`config.mk`:
```
export PLATFORM = sky130hd
export DESIGN_NAME = canopen_emergency_telegram_builder
export DESIGN_NICKNAME = d
export VERILOG_FILES = /design/src/emcy_pkg.sv /design/src/canopen_emergency_telegram_builder.sv
export VERILOG_INCLUDE_DIRS = /design/src
export SDC_FILE = /design/constraint.sdc
export NUM_CORES = 1
export LEC_CHECK = 0
export BUFFER_PORTS_ARGS = -buffer_cell sky130_fd_sc_hd__buf_2
export CAP_MARGIN = 10
export CORE_MARGIN = 4
export CORE_UTILIZATION = 40
export DETAILED_ROUTE_END_ITERATION = 7
export HOLD_SLACK_MARGIN = 0.1
export SYNTH_ARGS = -nofsm -noshare
export SYNTH_HDL_FRONTEND = slang
export SYNTH_SLANG_ARGS = --single-unit
```
`constraint.sdc`:
```
create_clock -name ref_clk_i -period 30.5 [get_ports ref_clk_i]
set_input_delay 1.525 -clock ref_clk_i [delete_from_list [all_inputs] [get_ports ref_clk_i]]
set_output_delay 1.525 -clock ref_clk_i [all_outputs]
set_load 0.01 [all_outputs]
```
`src/emcy_params.svh`:
```
`ifndef EMCY_PARAMS_SVH
`define EMCY_PARAMS_SVH

// register offsets (byte addresses)
`define EMCY_REG_CTRL     8'h00
`define EMCY_REG_SYNC     8'h04
`define EMCY_REG_GUARD    8'h08
`define EMCY_REG_HB       8'h0c
`define EMCY_REG_STATUS   8'h10
`define EMCY_REG_COUNT    8'h14

// control fields
`define EMCY_CTRL_EN      0
`define EMCY_CTRL_NODE_LO 8
`define EMCY_CTRL_CUST    15
`define EMCY_CTRL_ID_LO   16
`define EMCY_CTRL_RST     32'h0000_0101

// telegram constants
`define EMCY_ID_BASE      11'h080
`define EMCY_EC_COMM      8'h81
`define EMCY_EC_DEV       8'h50
`define EMCY_ER_ANY       8'h81
`define EMCY_ER_COMM      8'h10
`define EMCY_TRIG_BUSOFF  8'h40

// timing: tick of 1 us at a 5 ns clock, 1 ms = 1000 us
`define EMCY_CLK_PS       5000
`define EMCY_TICK_US      1
`define EMCY_US_CYC       ((`EMCY_TICK_US * 1000000) / `EMCY_CLK_PS)
`define EMCY_MS_US        1000

`endif

```
`src/emcy_pkg.sv`:
```
package emcy_pkg;

	// one fault source per field, levels from coupler logic
	typedef struct packed {
		logic term;
		logic ebus;
		logic nvm;
		logic unsup;
		logic tx_late;
		logic evt_to;
		logic pdo_len;
		logic rxq_ovr;
		logic txq_ovr;
		logic bus_off;
		logic warn;
	} fault_in_t;

	typedef struct packed {
		logic [7:0] pdo_exp;
		logic [7:0] pdo_cur;
		logic [7:0] unsup_pos;
		logic [7:0] ebus_type;
		logic [7:0] term_pos;
		logic [7:0] term_diag;
	} detail_t;

	// data bytes in send order, byte 0 first
	typedef struct packed {
		logic [10:0] id;
		logic [7:0]  ec_lo;
		logic [7:0]  ec_hi;
		logic [7:0]  fault_register_byte;
		logic [7:0]  comm;
		logic [7:0]  dev;
		logic [7:0]  trig;
		logic [7:0]  info0;
		logic [7:0]  info1;
	} frame_t;

endpackage

```
`src/canopen_emergency_telegram_builder.sv`:
```
// The implementer's own choices: strobed register access and the register offsets.
`include "emcy_params.svh"
`timescale 1ns/1ps
`default_nettype none

module canopen_emergency_telegram_builder #(
	parameter int MAP_W = 64
) (
	// clock and reset
	input  wire logic                  ref_clk_i,
	input  wire logic                  rst_i,
	// register port
	input  wire logic [7:0]            addr_i,
	input  wire logic [31:0]           wdata_i,
	input  wire logic                  wr_i,
	input  wire logic                  rd_i,
	output logic [31:0]                rdata_o,
	// fault sources
	input  wire emcy_pkg::fault_in_t   fault_i,
	input  wire emcy_pkg::detail_t     detail_i,
	input  wire logic                  sync_seen_i,
	input  wire logic                  sync_fail_i,
	input  wire logic                  guard_seen_i,
	input  wire logic                  hb_seen_i,
	input  wire logic [MAP_W-1:0]      mod_map_i,
	input  wire logic                  cfg_saved_i,
	// telegram to can controller
	output emcy_pkg::frame_t           tx_frame_o,
	output logic                       tx_valid_o,
	input  wire logic                  tx_ready_i,
	output logic                       half_rate_o
);

	localparam int NS = 14;

	// registers
	logic [31:0] ctrl_q;
	logic [31:0] sync_per_q;
	logic [31:0] guard_q;
	logic [15:0] hb_q;
	logic [31:0] count_q;
	logic [31:0] rdata_q;

	// timers
	logic [7:0]  us_pre_q;
	logic [9:0]  ms_pre_q;
	logic [31:0] sync_cnt_q;
	logic [23:0] guard_cnt_q;
	logic [15:0] hb_cnt_q;
	logic        sync_to_q;
	logic        guard_to_q;
	logic        hb_to_q;

	// configuration snapshot
	logic [MAP_W-1:0] map_q;
	logic             map_ok_q;

	// fault tracking
	logic [NS-1:0] act;
	logic [NS-1:0] prev_q;
	logic [NS-1:0] pend_r_q;
	logic [NS-1:0] pend_c_q;
	logic [NS-1:0] take_r;
	logic [NS-1:0] take_c;

	emcy_pkg::frame_t frame_q;
	logic             valid_q;
	logic             half_q;

	// register decode
	wire sel_ctrl  = addr_i == `EMCY_REG_CTRL;
	wire sel_sync  = addr_i == `EMCY_REG_SYNC;
	wire sel_guard = addr_i == `EMCY_REG_GUARD;
	wire sel_hb    = addr_i == `EMCY_REG_HB;
	wire sel_stat  = addr_i == `EMCY_REG_STATUS;
	wire sel_cnt   = addr_i == `EMCY_REG_COUNT;

	wire        en      = ctrl_q[`EMCY_CTRL_EN];
	wire [6:0]  node    = ctrl_q[`EMCY_CTRL_NODE_LO +: 7];
	wire        cust    = ctrl_q[`EMCY_CTRL_CUST];
	wire [10:0] cust_id = ctrl_q[`EMCY_CTRL_ID_LO +: 11];

	// tick generation
	wire us_tick = us_pre_q == 8'(`EMCY_US_CYC - 1);
	wire ms_tick = us_tick && (ms_pre_q == 10'(`EMCY_MS_US - 1));

	// watchdog limits; zero disables each watchdog
	wire [23:0] guard_lim = 24'(guard_q[15:0] * guard_q[23:16]);
	wire sync_exp  = sync_per_q != 32'h0 && sync_cnt_q >= sync_per_q;
	wire guard_exp = guard_lim != 24'h0 && guard_cnt_q >= guard_lim;
	wire hb_exp    = hb_q != 16'h0 && hb_cnt_q >= hb_q;

	// altered composition only counts once a save was recorded
	wire hw_chg = map_ok_q && (mod_map_i != map_q);

	// source order: index fixes arbitration priority
	assign act = {
		fault_i.term,                   // 13
		fault_i.ebus,                   // 12
		fault_i.nvm,                    // 11
		fault_i.unsup,                  // 10
		hw_chg,                         // 9
		fault_i.tx_late,                // 8
		fault_i.evt_to,                 // 7
		guard_to_q | hb_to_q,           // 6
		sync_to_q | sync_fail_i,        // 5
		fault_i.pdo_len,                // 4
		fault_i.rxq_ovr,                // 3
		fault_i.txq_ovr,                // 2
		fault_i.bus_off,                // 1
		fault_i.warn                    // 0
	};

	localparam logic [NS-1:0][7:0] TRIG = {
		8'h10, 8'h0f, 8'h0e, 8'h0c, 8'h09, 8'h0b, 8'h0a,
		8'h08, 8'h07, 8'h06, 8'h04, 8'h03, 8'h02, 8'h01
	};
	localparam logic [NS-1:0] IS_DEV = 14'h3e00;

	// bit fields from live faults
	wire [7:0] comm = {act[0], act[1], act[2] | act[8], act[3],
		act[7], act[4], act[5], act[6]};
	wire [7:0] dev = {act[9], 2'h0, act[10], 1'h0, act[11],
		act[12], act[13]};
	wire       any_f = |act;
	wire [7:0] fault_register_byte = !any_f ? 8'h00 :
		(`EMCY_ER_ANY | (|comm ? `EMCY_ER_COMM : 8'h00));

	wire [NS-1:0] rise = act & ~prev_q;
	wire [NS-1:0] fall = ~act & prev_q;

	// arbitration: lowest source first, raise before clear
	logic       hit;
	logic       hit_clr;
	logic [3:0] hit_idx;
	always_comb begin
		hit = 1'b0;
		hit_clr = 1'b0;
		hit_idx = 4'h0;
		for (int k = NS - 1; k >= 0; k--) begin
			if (pend_r_q[k] || pend_c_q[k]) begin
				hit = 1'b1;
				hit_clr = !pend_r_q[k];
				hit_idx = 4'(k);
			end
		end
	end

	// no new telegram is loaded while bus off is active; one already held stays offered
	wire take = hit && en && !valid_q && !act[1];

	genvar g;
	generate
		for (g = 0; g < NS; g++) begin : g_take
			assign take_r[g] = take && !hit_clr && hit_idx == 4'(g);
			assign take_c[g] = take && hit_clr && hit_idx == 4'(g);
		end
	endgenerate

	// telegram assembly
	wire [7:0] trig_sel = (hit_clr && hit_idx == 4'd1) ?
		`EMCY_TRIG_BUSOFF : TRIG[hit_idx];
	wire [7:0] ec_hi = hit_clr ? 8'h00 :
		(IS_DEV[hit_idx] ? `EMCY_EC_DEV : `EMCY_EC_COMM);

	logic [7:0] info0;
	logic [7:0] info1;
	always_comb begin
		info0 = 8'h00;
		info1 = 8'h00;
		if (act[13]) begin
			info0 = detail_i.term_pos;
			info1 = detail_i.term_diag;
		end
		if (trig_sel == TRIG[4]) begin
			info0 = detail_i.pdo_exp;
			info1 = detail_i.pdo_cur;
		end else if (trig_sel == TRIG[10]) begin
			info1 = detail_i.unsup_pos;
		end else if (trig_sel == TRIG[12]) begin
			info0 = detail_i.ebus_type;
		end else if (trig_sel == TRIG[13]) begin
			info0 = detail_i.term_pos;
			info1 = detail_i.term_diag;
		end
	end

	emcy_pkg::frame_t nxt;
	// end of bus off keeps its own 40 trigger even when nothing else is active
	wire all_clr = hit_clr && !any_f && hit_idx != 4'd1;
	assign nxt.id    = cust ? cust_id : (`EMCY_ID_BASE + 11'(node));
	assign nxt.ec_lo = 8'h00;
	assign nxt.ec_hi = all_clr ? 8'h00 : ec_hi;
	assign nxt.fault_register_byte  = fault_register_byte;
	assign nxt.comm  = comm;
	assign nxt.dev   = dev;
	assign nxt.trig  = all_clr ? 8'h00 : trig_sel;
	assign nxt.info0 = all_clr ? 8'h00 : info0;
	assign nxt.info1 = all_clr ? 8'h00 : info1;

	// read mux
	wire [31:0] stat = {14'h0, half_q, valid_q, dev, comm};
	wire [31:0] rsel =
		sel_ctrl  ? ctrl_q :
		sel_sync  ? sync_per_q :
		sel_guard ? guard_q :
		sel_hb    ? {16'h0, hb_q} :
		sel_stat  ? stat :
		sel_cnt   ? count_q : 32'h0;

	always_ff @(posedge ref_clk_i or posedge rst_i) begin
		if (rst_i) begin
			ctrl_q <= `EMCY_CTRL_RST;
			sync_per_q <= 32'h0;
			guard_q <= 32'h0;
			hb_q <= 16'h0;
		end else if (wr_i) begin
			if (sel_ctrl)
				ctrl_q <= wdata_i;
			else if (sel_sync)
				sync_per_q <= wdata_i;
			else if (sel_guard)
				guard_q <= {8'h0, wdata_i[23:0]};
			else if (sel_hb)
				hb_q <= wdata_i[15:0];
		end
	end

	always_ff @(posedge ref_clk_i or posedge rst_i) begin
		if (rst_i)
			rdata_q <= 32'h0;
		else
			rdata_q <= rd_i ? rsel : 32'h0;
	end

	// time base
	always_ff @(posedge ref_clk_i or posedge rst_i) begin
		if (rst_i) begin
			us_pre_q <= 8'h0;
			ms_pre_q <= 10'h0;
		end else begin
			us_pre_q <= us_tick ? 8'h0 : us_pre_q + 8'h1;
			if (us_tick)
				ms_pre_q <= ms_tick ? 10'h0 : ms_pre_q + 10'h1;
		end
	end

	// sync watchdog in microseconds, fault holds until next sync
	always_ff @(posedge ref_clk_i or posedge rst_i) begin
		if (rst_i) begin
			sync_cnt_q <= 32'h0;
			sync_to_q <= 1'b0;
		end else if (sync_seen_i) begin
			sync_cnt_q <= 32'h0;
			sync_to_q <= 1'b0;
		end else begin
			if (us_tick && !sync_exp)
				sync_cnt_q <= sync_cnt_q + 32'h1;
			if (sync_exp)
				sync_to_q <= 1'b1;
		end
	end

	// guarding and heartbeat watchdogs in milliseconds
	always_ff @(posedge ref_clk_i or posedge rst_i) begin
		if (rst_i) begin
			guard_cnt_q <= 24'h0;
			guard_to_q <= 1'b0;
		end else if (guard_seen_i) begin
			guard_cnt_q <= 24'h0;
			guard_to_q <= 1'b0;
		end else begin
			if (ms_tick && !guard_exp)
				guard_cnt_q <= guard_cnt_q + 24'h1;
			if (guard_exp)
				guard_to_q <= 1'b1;
		end
	end

	always_ff @(posedge ref_clk_i or posedge rst_i) begin
		if (rst_i) begin
			hb_cnt_q <= 16'h0;
			hb_to_q <= 1'b0;
		end else if (hb_seen_i) begin
			hb_cnt_q <= 16'h0;
			hb_to_q <= 1'b0;
		end else begin
			if (ms_tick && !hb_exp)
				hb_cnt_q <= hb_cnt_q + 16'h1;
			if (hb_exp)
				hb_to_q <= 1'b1;
		end
	end

	// composition recorded on each successful save
	always_ff @(posedge ref_clk_i or posedge rst_i) begin
		if (rst_i) begin
			map_q <= '0;
			map_ok_q <= 1'b0;
		end else if (cfg_saved_i) begin
			map_q <= mod_map_i;
			map_ok_q <= 1'b1;
		end
	end

	// pending events; a new edge wins over the take of the same bit
	always_ff @(posedge ref_clk_i or posedge rst_i) begin
		if (rst_i) begin
			prev_q <= '0;
			pend_r_q <= '0;
			pend_c_q <= '0;
		end else begin
			prev_q <= act;
			// the bus off raise itself cannot be sent and is dropped; other raises stay pending
			pend_r_q <= ((pend_r_q & ~take_r) | rise) & ~(NS'(1) << 1);
			pend_c_q <= (pend_c_q & ~take_c) | fall;
		end
	end

	// telegram holding register, stable until the controller takes it
	always_ff @(posedge ref_clk_i or posedge rst_i) begin
		if (rst_i) begin
			frame_q <= '0;
			valid_q <= 1'b0;
			count_q <= 32'h0;
		end else if (valid_q) begin
			if (tx_ready_i) begin
				valid_q <= 1'b0;
				count_q <= count_q + 32'h1;
			end
		end else if (take) begin
			frame_q <= nxt;
			valid_q <= 1'b1;
		end
	end

	// txpdos go out every second sync while late
	always_ff @(posedge ref_clk_i or posedge rst_i) begin
		if (rst_i)
			half_q <= 1'b0;
		else
			half_q <= act[8];
	end

	assign rdata_o = rdata_q;
	assign tx_frame_o = frame_q;
	assign tx_valid_o = valid_q;
	assign half_rate_o = half_q;

	// checks
	property p_id;
		@(posedge ref_clk_i) disable iff (rst_i)
		take && !cust |=> tx_frame_o.id == `EMCY_ID_BASE + 11'(node);
	endproperty
	a_id: assert property (p_id) else $error("bad telegram id");

	property p_comm;
		@(posedge ref_clk_i) disable iff (rst_i)
		$rose(tx_valid_o) && tx_frame_o.ec_hi == `EMCY_EC_COMM |->
			tx_frame_o.fault_register_byte == 8'h91 && tx_frame_o.ec_lo == 8'h00;
	endproperty
	a_comm: assert property (p_comm) else $error("bad comm header");

	property p_dev;
		@(posedge ref_clk_i) disable iff (rst_i)
		$rose(tx_valid_o) && tx_frame_o.ec_hi == `EMCY_EC_DEV |->
			tx_frame_o.fault_register_byte[0] && tx_frame_o.fault_register_byte[7] && tx_frame_o.dev != 8'h00;
	endproperty
	a_dev: assert property (p_dev) else $error("bad device header");

	property p_zero;
		@(posedge ref_clk_i) disable iff (rst_i)
		take && all_clr |=> tx_frame_o[63:0] == 64'h0;
	endproperty
	a_zero: assert property (p_zero) else $error("all clear not zero");

	property p_term;
		@(posedge ref_clk_i) disable iff (rst_i)
		$rose(tx_valid_o) && tx_frame_o.trig == 8'h10 |-> tx_frame_o.dev[0];
	endproperty
	a_term: assert property (p_term) else $error("terminal bit missing");

	property p_busoff;
		@(posedge ref_clk_i) disable iff (rst_i)
		act[1] |=> !$rose(tx_valid_o);
	endproperty
	a_busoff: assert property (p_busoff) else $error("sent during bus off");

	property p_hold;
		@(posedge ref_clk_i) disable iff (rst_i)
		tx_valid_o && !tx_ready_i |=> tx_valid_o && $stable(tx_frame_o);
	endproperty
	a_hold: assert property (p_hold) else $error("telegram changed");

	property p_sync;
		@(posedge ref_clk_i) disable iff (rst_i)
		sync_exp && !sync_seen_i |=> sync_to_q ##0 act[5];
	endproperty
	a_sync: assert property (p_sync) else $error("sync timeout missed");

	property p_clr;
		@(posedge ref_clk_i) disable iff (rst_i)
		fall[0] |=> pend_c_q[0];
	endproperty
	a_clr: assert property (p_clr) else $error("clear lost");

	c_send: cover property (@(posedge ref_clk_i) disable iff (rst_i)
		tx_valid_o && tx_ready_i);
	c_allclr: cover property (@(posedge ref_clk_i) disable iff (rst_i)
		take && hit_clr && act == '0);
	c_busoff: cover property (@(posedge ref_clk_i) disable iff (rst_i)
		take && hit_clr && hit_idx == 4'd1);

endmodule

`default_nettype wire

```
==> flow_summary.ini <==
[clocking]
htree_levels = 2
clockRootBuffer = clkbuf_16
post_cts_buffers = 0
cts_tree = built
cts_resized = 0
holdBufCountCts = 0
cts_buffers = 48
path_clk_slew_ps = 70
clock_latency_ps = 610
max-clock-path-buffers = 3
clock-sinks = 418

[setup_path]
worst_path_most_repeated_cell = fa_1
critPathLaunchType = register
path_delay_family = adder cells
crit_slowest_cell = dfrtp_1
critPathArrivalTime_ps = 7940
required_ps = 30970
crit_chain = nand2_1, fa_1, fa_1, fa_1, fa_1, inv_1, ha_1, or3_4, a211oi_1, nor3_1, o311a_1, o21a_1, or2_2, ha_1, a21oi_1, nor2b_1, o21ai_0, a21oi_1, inv_1, o211a_1, o21ai_1, buf_4, nor4b_1, mux2_2
r2r_slack_ps = 23040
crit_type = register to register
end_kind = register
critPathBufInv = 3
cpPeakStageDelay_ps = 710
crit_fanout = 29

[floorplan]
placementRows = 92
die_w_um = 261
die_h_um = 261
core-area_um2 = 63300
initial_core_util_pct = 40.5
die-area_um2 = 68200
io_pins = 282

[timing]
report.final.setup_viol = 0
setup_tns_ps = 0
fin_ws_ps = 23040
finalMaxSlewViolations = 0
relSlewSlack_pct = 21.9
rsz0062_at_grt = false
hold_viol = 0
worst_slew_pin_slew_ps = 1170
fin_skew_ps = 40.2
fin_crit_sh_pct = 24.5
clock.fmax_mhz = 134
period_needed_ps = 7460

[global_routing]
gr-usage-all-layers_pct = 20.4
grt_antenna_before_repair = 2
grt_pass1_wl_um = 113000
overflow = 0
grt_pass1_vias = 20600
grt_max_degree = 163

[place]
routabilityCongestion = 0.898
place_ws_ps = 23110
dp_hpwl_um = 52400
portBuffers = 259

[run_status]
status = completed

[cells_and_area]
nNetsFinal = 3191
final_cell_mix = dfrtp_1 (416), nand2_1 (282), buf_2 (259)
final_common_cell = dfrtp_1
final_util_pct = 46.4
syn2layout_area_growth_pct = 14.6
drive_gt1_share_pct = 18.9

[pwr]
leakagePower_nw = 13.4
p_total_mw = 1.40
power_density_nw_per_um2 = 47.5
ir_drop_mv = 0.0440

[drt]
dr.pass1.iters = 7
vias = 20300
avgRoutedWirePerCell_um = 19.0
drtIter0Drc = 1500
routed_wl_um = 70300
via_per_inst = 5.50
ant_nets = 0
drc = 0

[worst_hold_path]
min_path_type = register to register

[yosys]
ys_seq_area_share_pct = 40.8
ys_warn_count = 0
yosys-top-cells-area = dfrtp_1 (41%), mux2_2 (6.6%), fa_1 (6.6%)
async_flop_share_pct = 100
synth-edff-count = 0
synth_seq_cells = 418
syn_area_um2 = 25600
synth_cell_types = 78
netlist_instances = 2602
ys.flop_type = dfrtp_1
yosys.area.top_type = dfrtp_1
avgSynthCellArea_um2 = 9.86
yosysTopAreaCellShare_pct = 40.6

[flow_run]
cap_violations = 0
area by class of cell:
class / count / area, um^2
Multi-Input combinational cell: 1883 / 14000
Tap cell: 846 / 1060
Clock inverter: 25 / 439
Sequential cell: 418 / 10500
Fill cell: 6007 / 33900
Timing Repair Buffer: 277 / 1440
Clock buffer: 65 / 1320
Inverter: 179 / 679
Antenna cell: 1 / 2.50
state kept, by name, indices dropped and copies added, names as in the netlist, 24 cells and up:
signal,cells
count_q,32
sync_cnt_q,32
map_q,64
guard_cnt_q,24
guard_q,24
rdata_o,32
sync_per_q,32
tx_frame_o,50
ctrl_q,32
per-layer routing:
layer  global-route usage, %  vias up  share of wire, %
met5                       0        -             0.028
met4                    5.98        2               2.7
met3                    3.19      126               6.0
met2                    34.1      618                48
met1                    27.8    10100                44
li1                        -     9468                 -
power by group:
group	switching (mW)	internal, mW	total, mW
clock network	0.248	0.391	0.639
logic	0.0815	0.0604	0.142
registers	0.0296	0.587	0.616
total	0.359	1.04	1.40
synthesized netlist by cell type, types with 29 or more instances:
| library cell | n |
|---|---|
| xnor2_1 | 108 |
| nand4_1 | 66 |
| nor2_1 | 117 |
| nand3_1 | 66 |
| a21oi_1 | 97 |
| nand2_1 | 282 |
| clkbuf_1 | 107 |
| dfrtp_1 | 416 |
| nor4_1 | 32 |
| xor2_1 | 29 |
| mux2_2 | 150 |
| inv_1 | 179 |
| o21ai_0 | 194 |
| nor2b_1 | 48 |
| and2_1 | 65 |
| fa_1 | 84 |
| mux2i_1 | 30 |
| ha_1 | 127 |
| a21o_1 | 36 |
| and3_1 | 33 |
stage by stage:
step	std cells	hold WS (ps)	instance area, um^2
final	3694	438	29400
after global routing	3694	449	29400
after CTS	3693	440	29400
after detailed placement	3603	436	27600
after global placement	3603	428	27600
after floorplan	2623	416	25700
worst paths after layout:
| path | startpoint | endpoint | cells past startpoint |
|---|---|---|---|
| max in group asynchronous | rst_i | rdata_o[3] | 3 |
| hold reg to reg | prev_q[11] | pend_r_q[11] | 1 |
| hold / removal | prev_q[11] | pend_r_q[11] | 1 |
| setup / recovery | guard_q[23] | guard_cnt_q[16] | 24 |
| min in group asynchronous | rst_i | tx_frame_o[66] | 2 |
| setup reg to reg | guard_q[23] | guard_cnt_q[16] | 24 |
cell families after synthesis:
kind of cell    Yosys count  synth area share, %
xor+xnor                137                 4.68
other cells               1               0.0146
buf+inv                 322                 5.12
mux                     180                 7.76
simple gates            829                 16.2
fa+ha+maj               211                 12.8
compound gates          504                 12.6
flops                   418                 40.8
No activity file was read; power rests on OpenSTA's default activity.
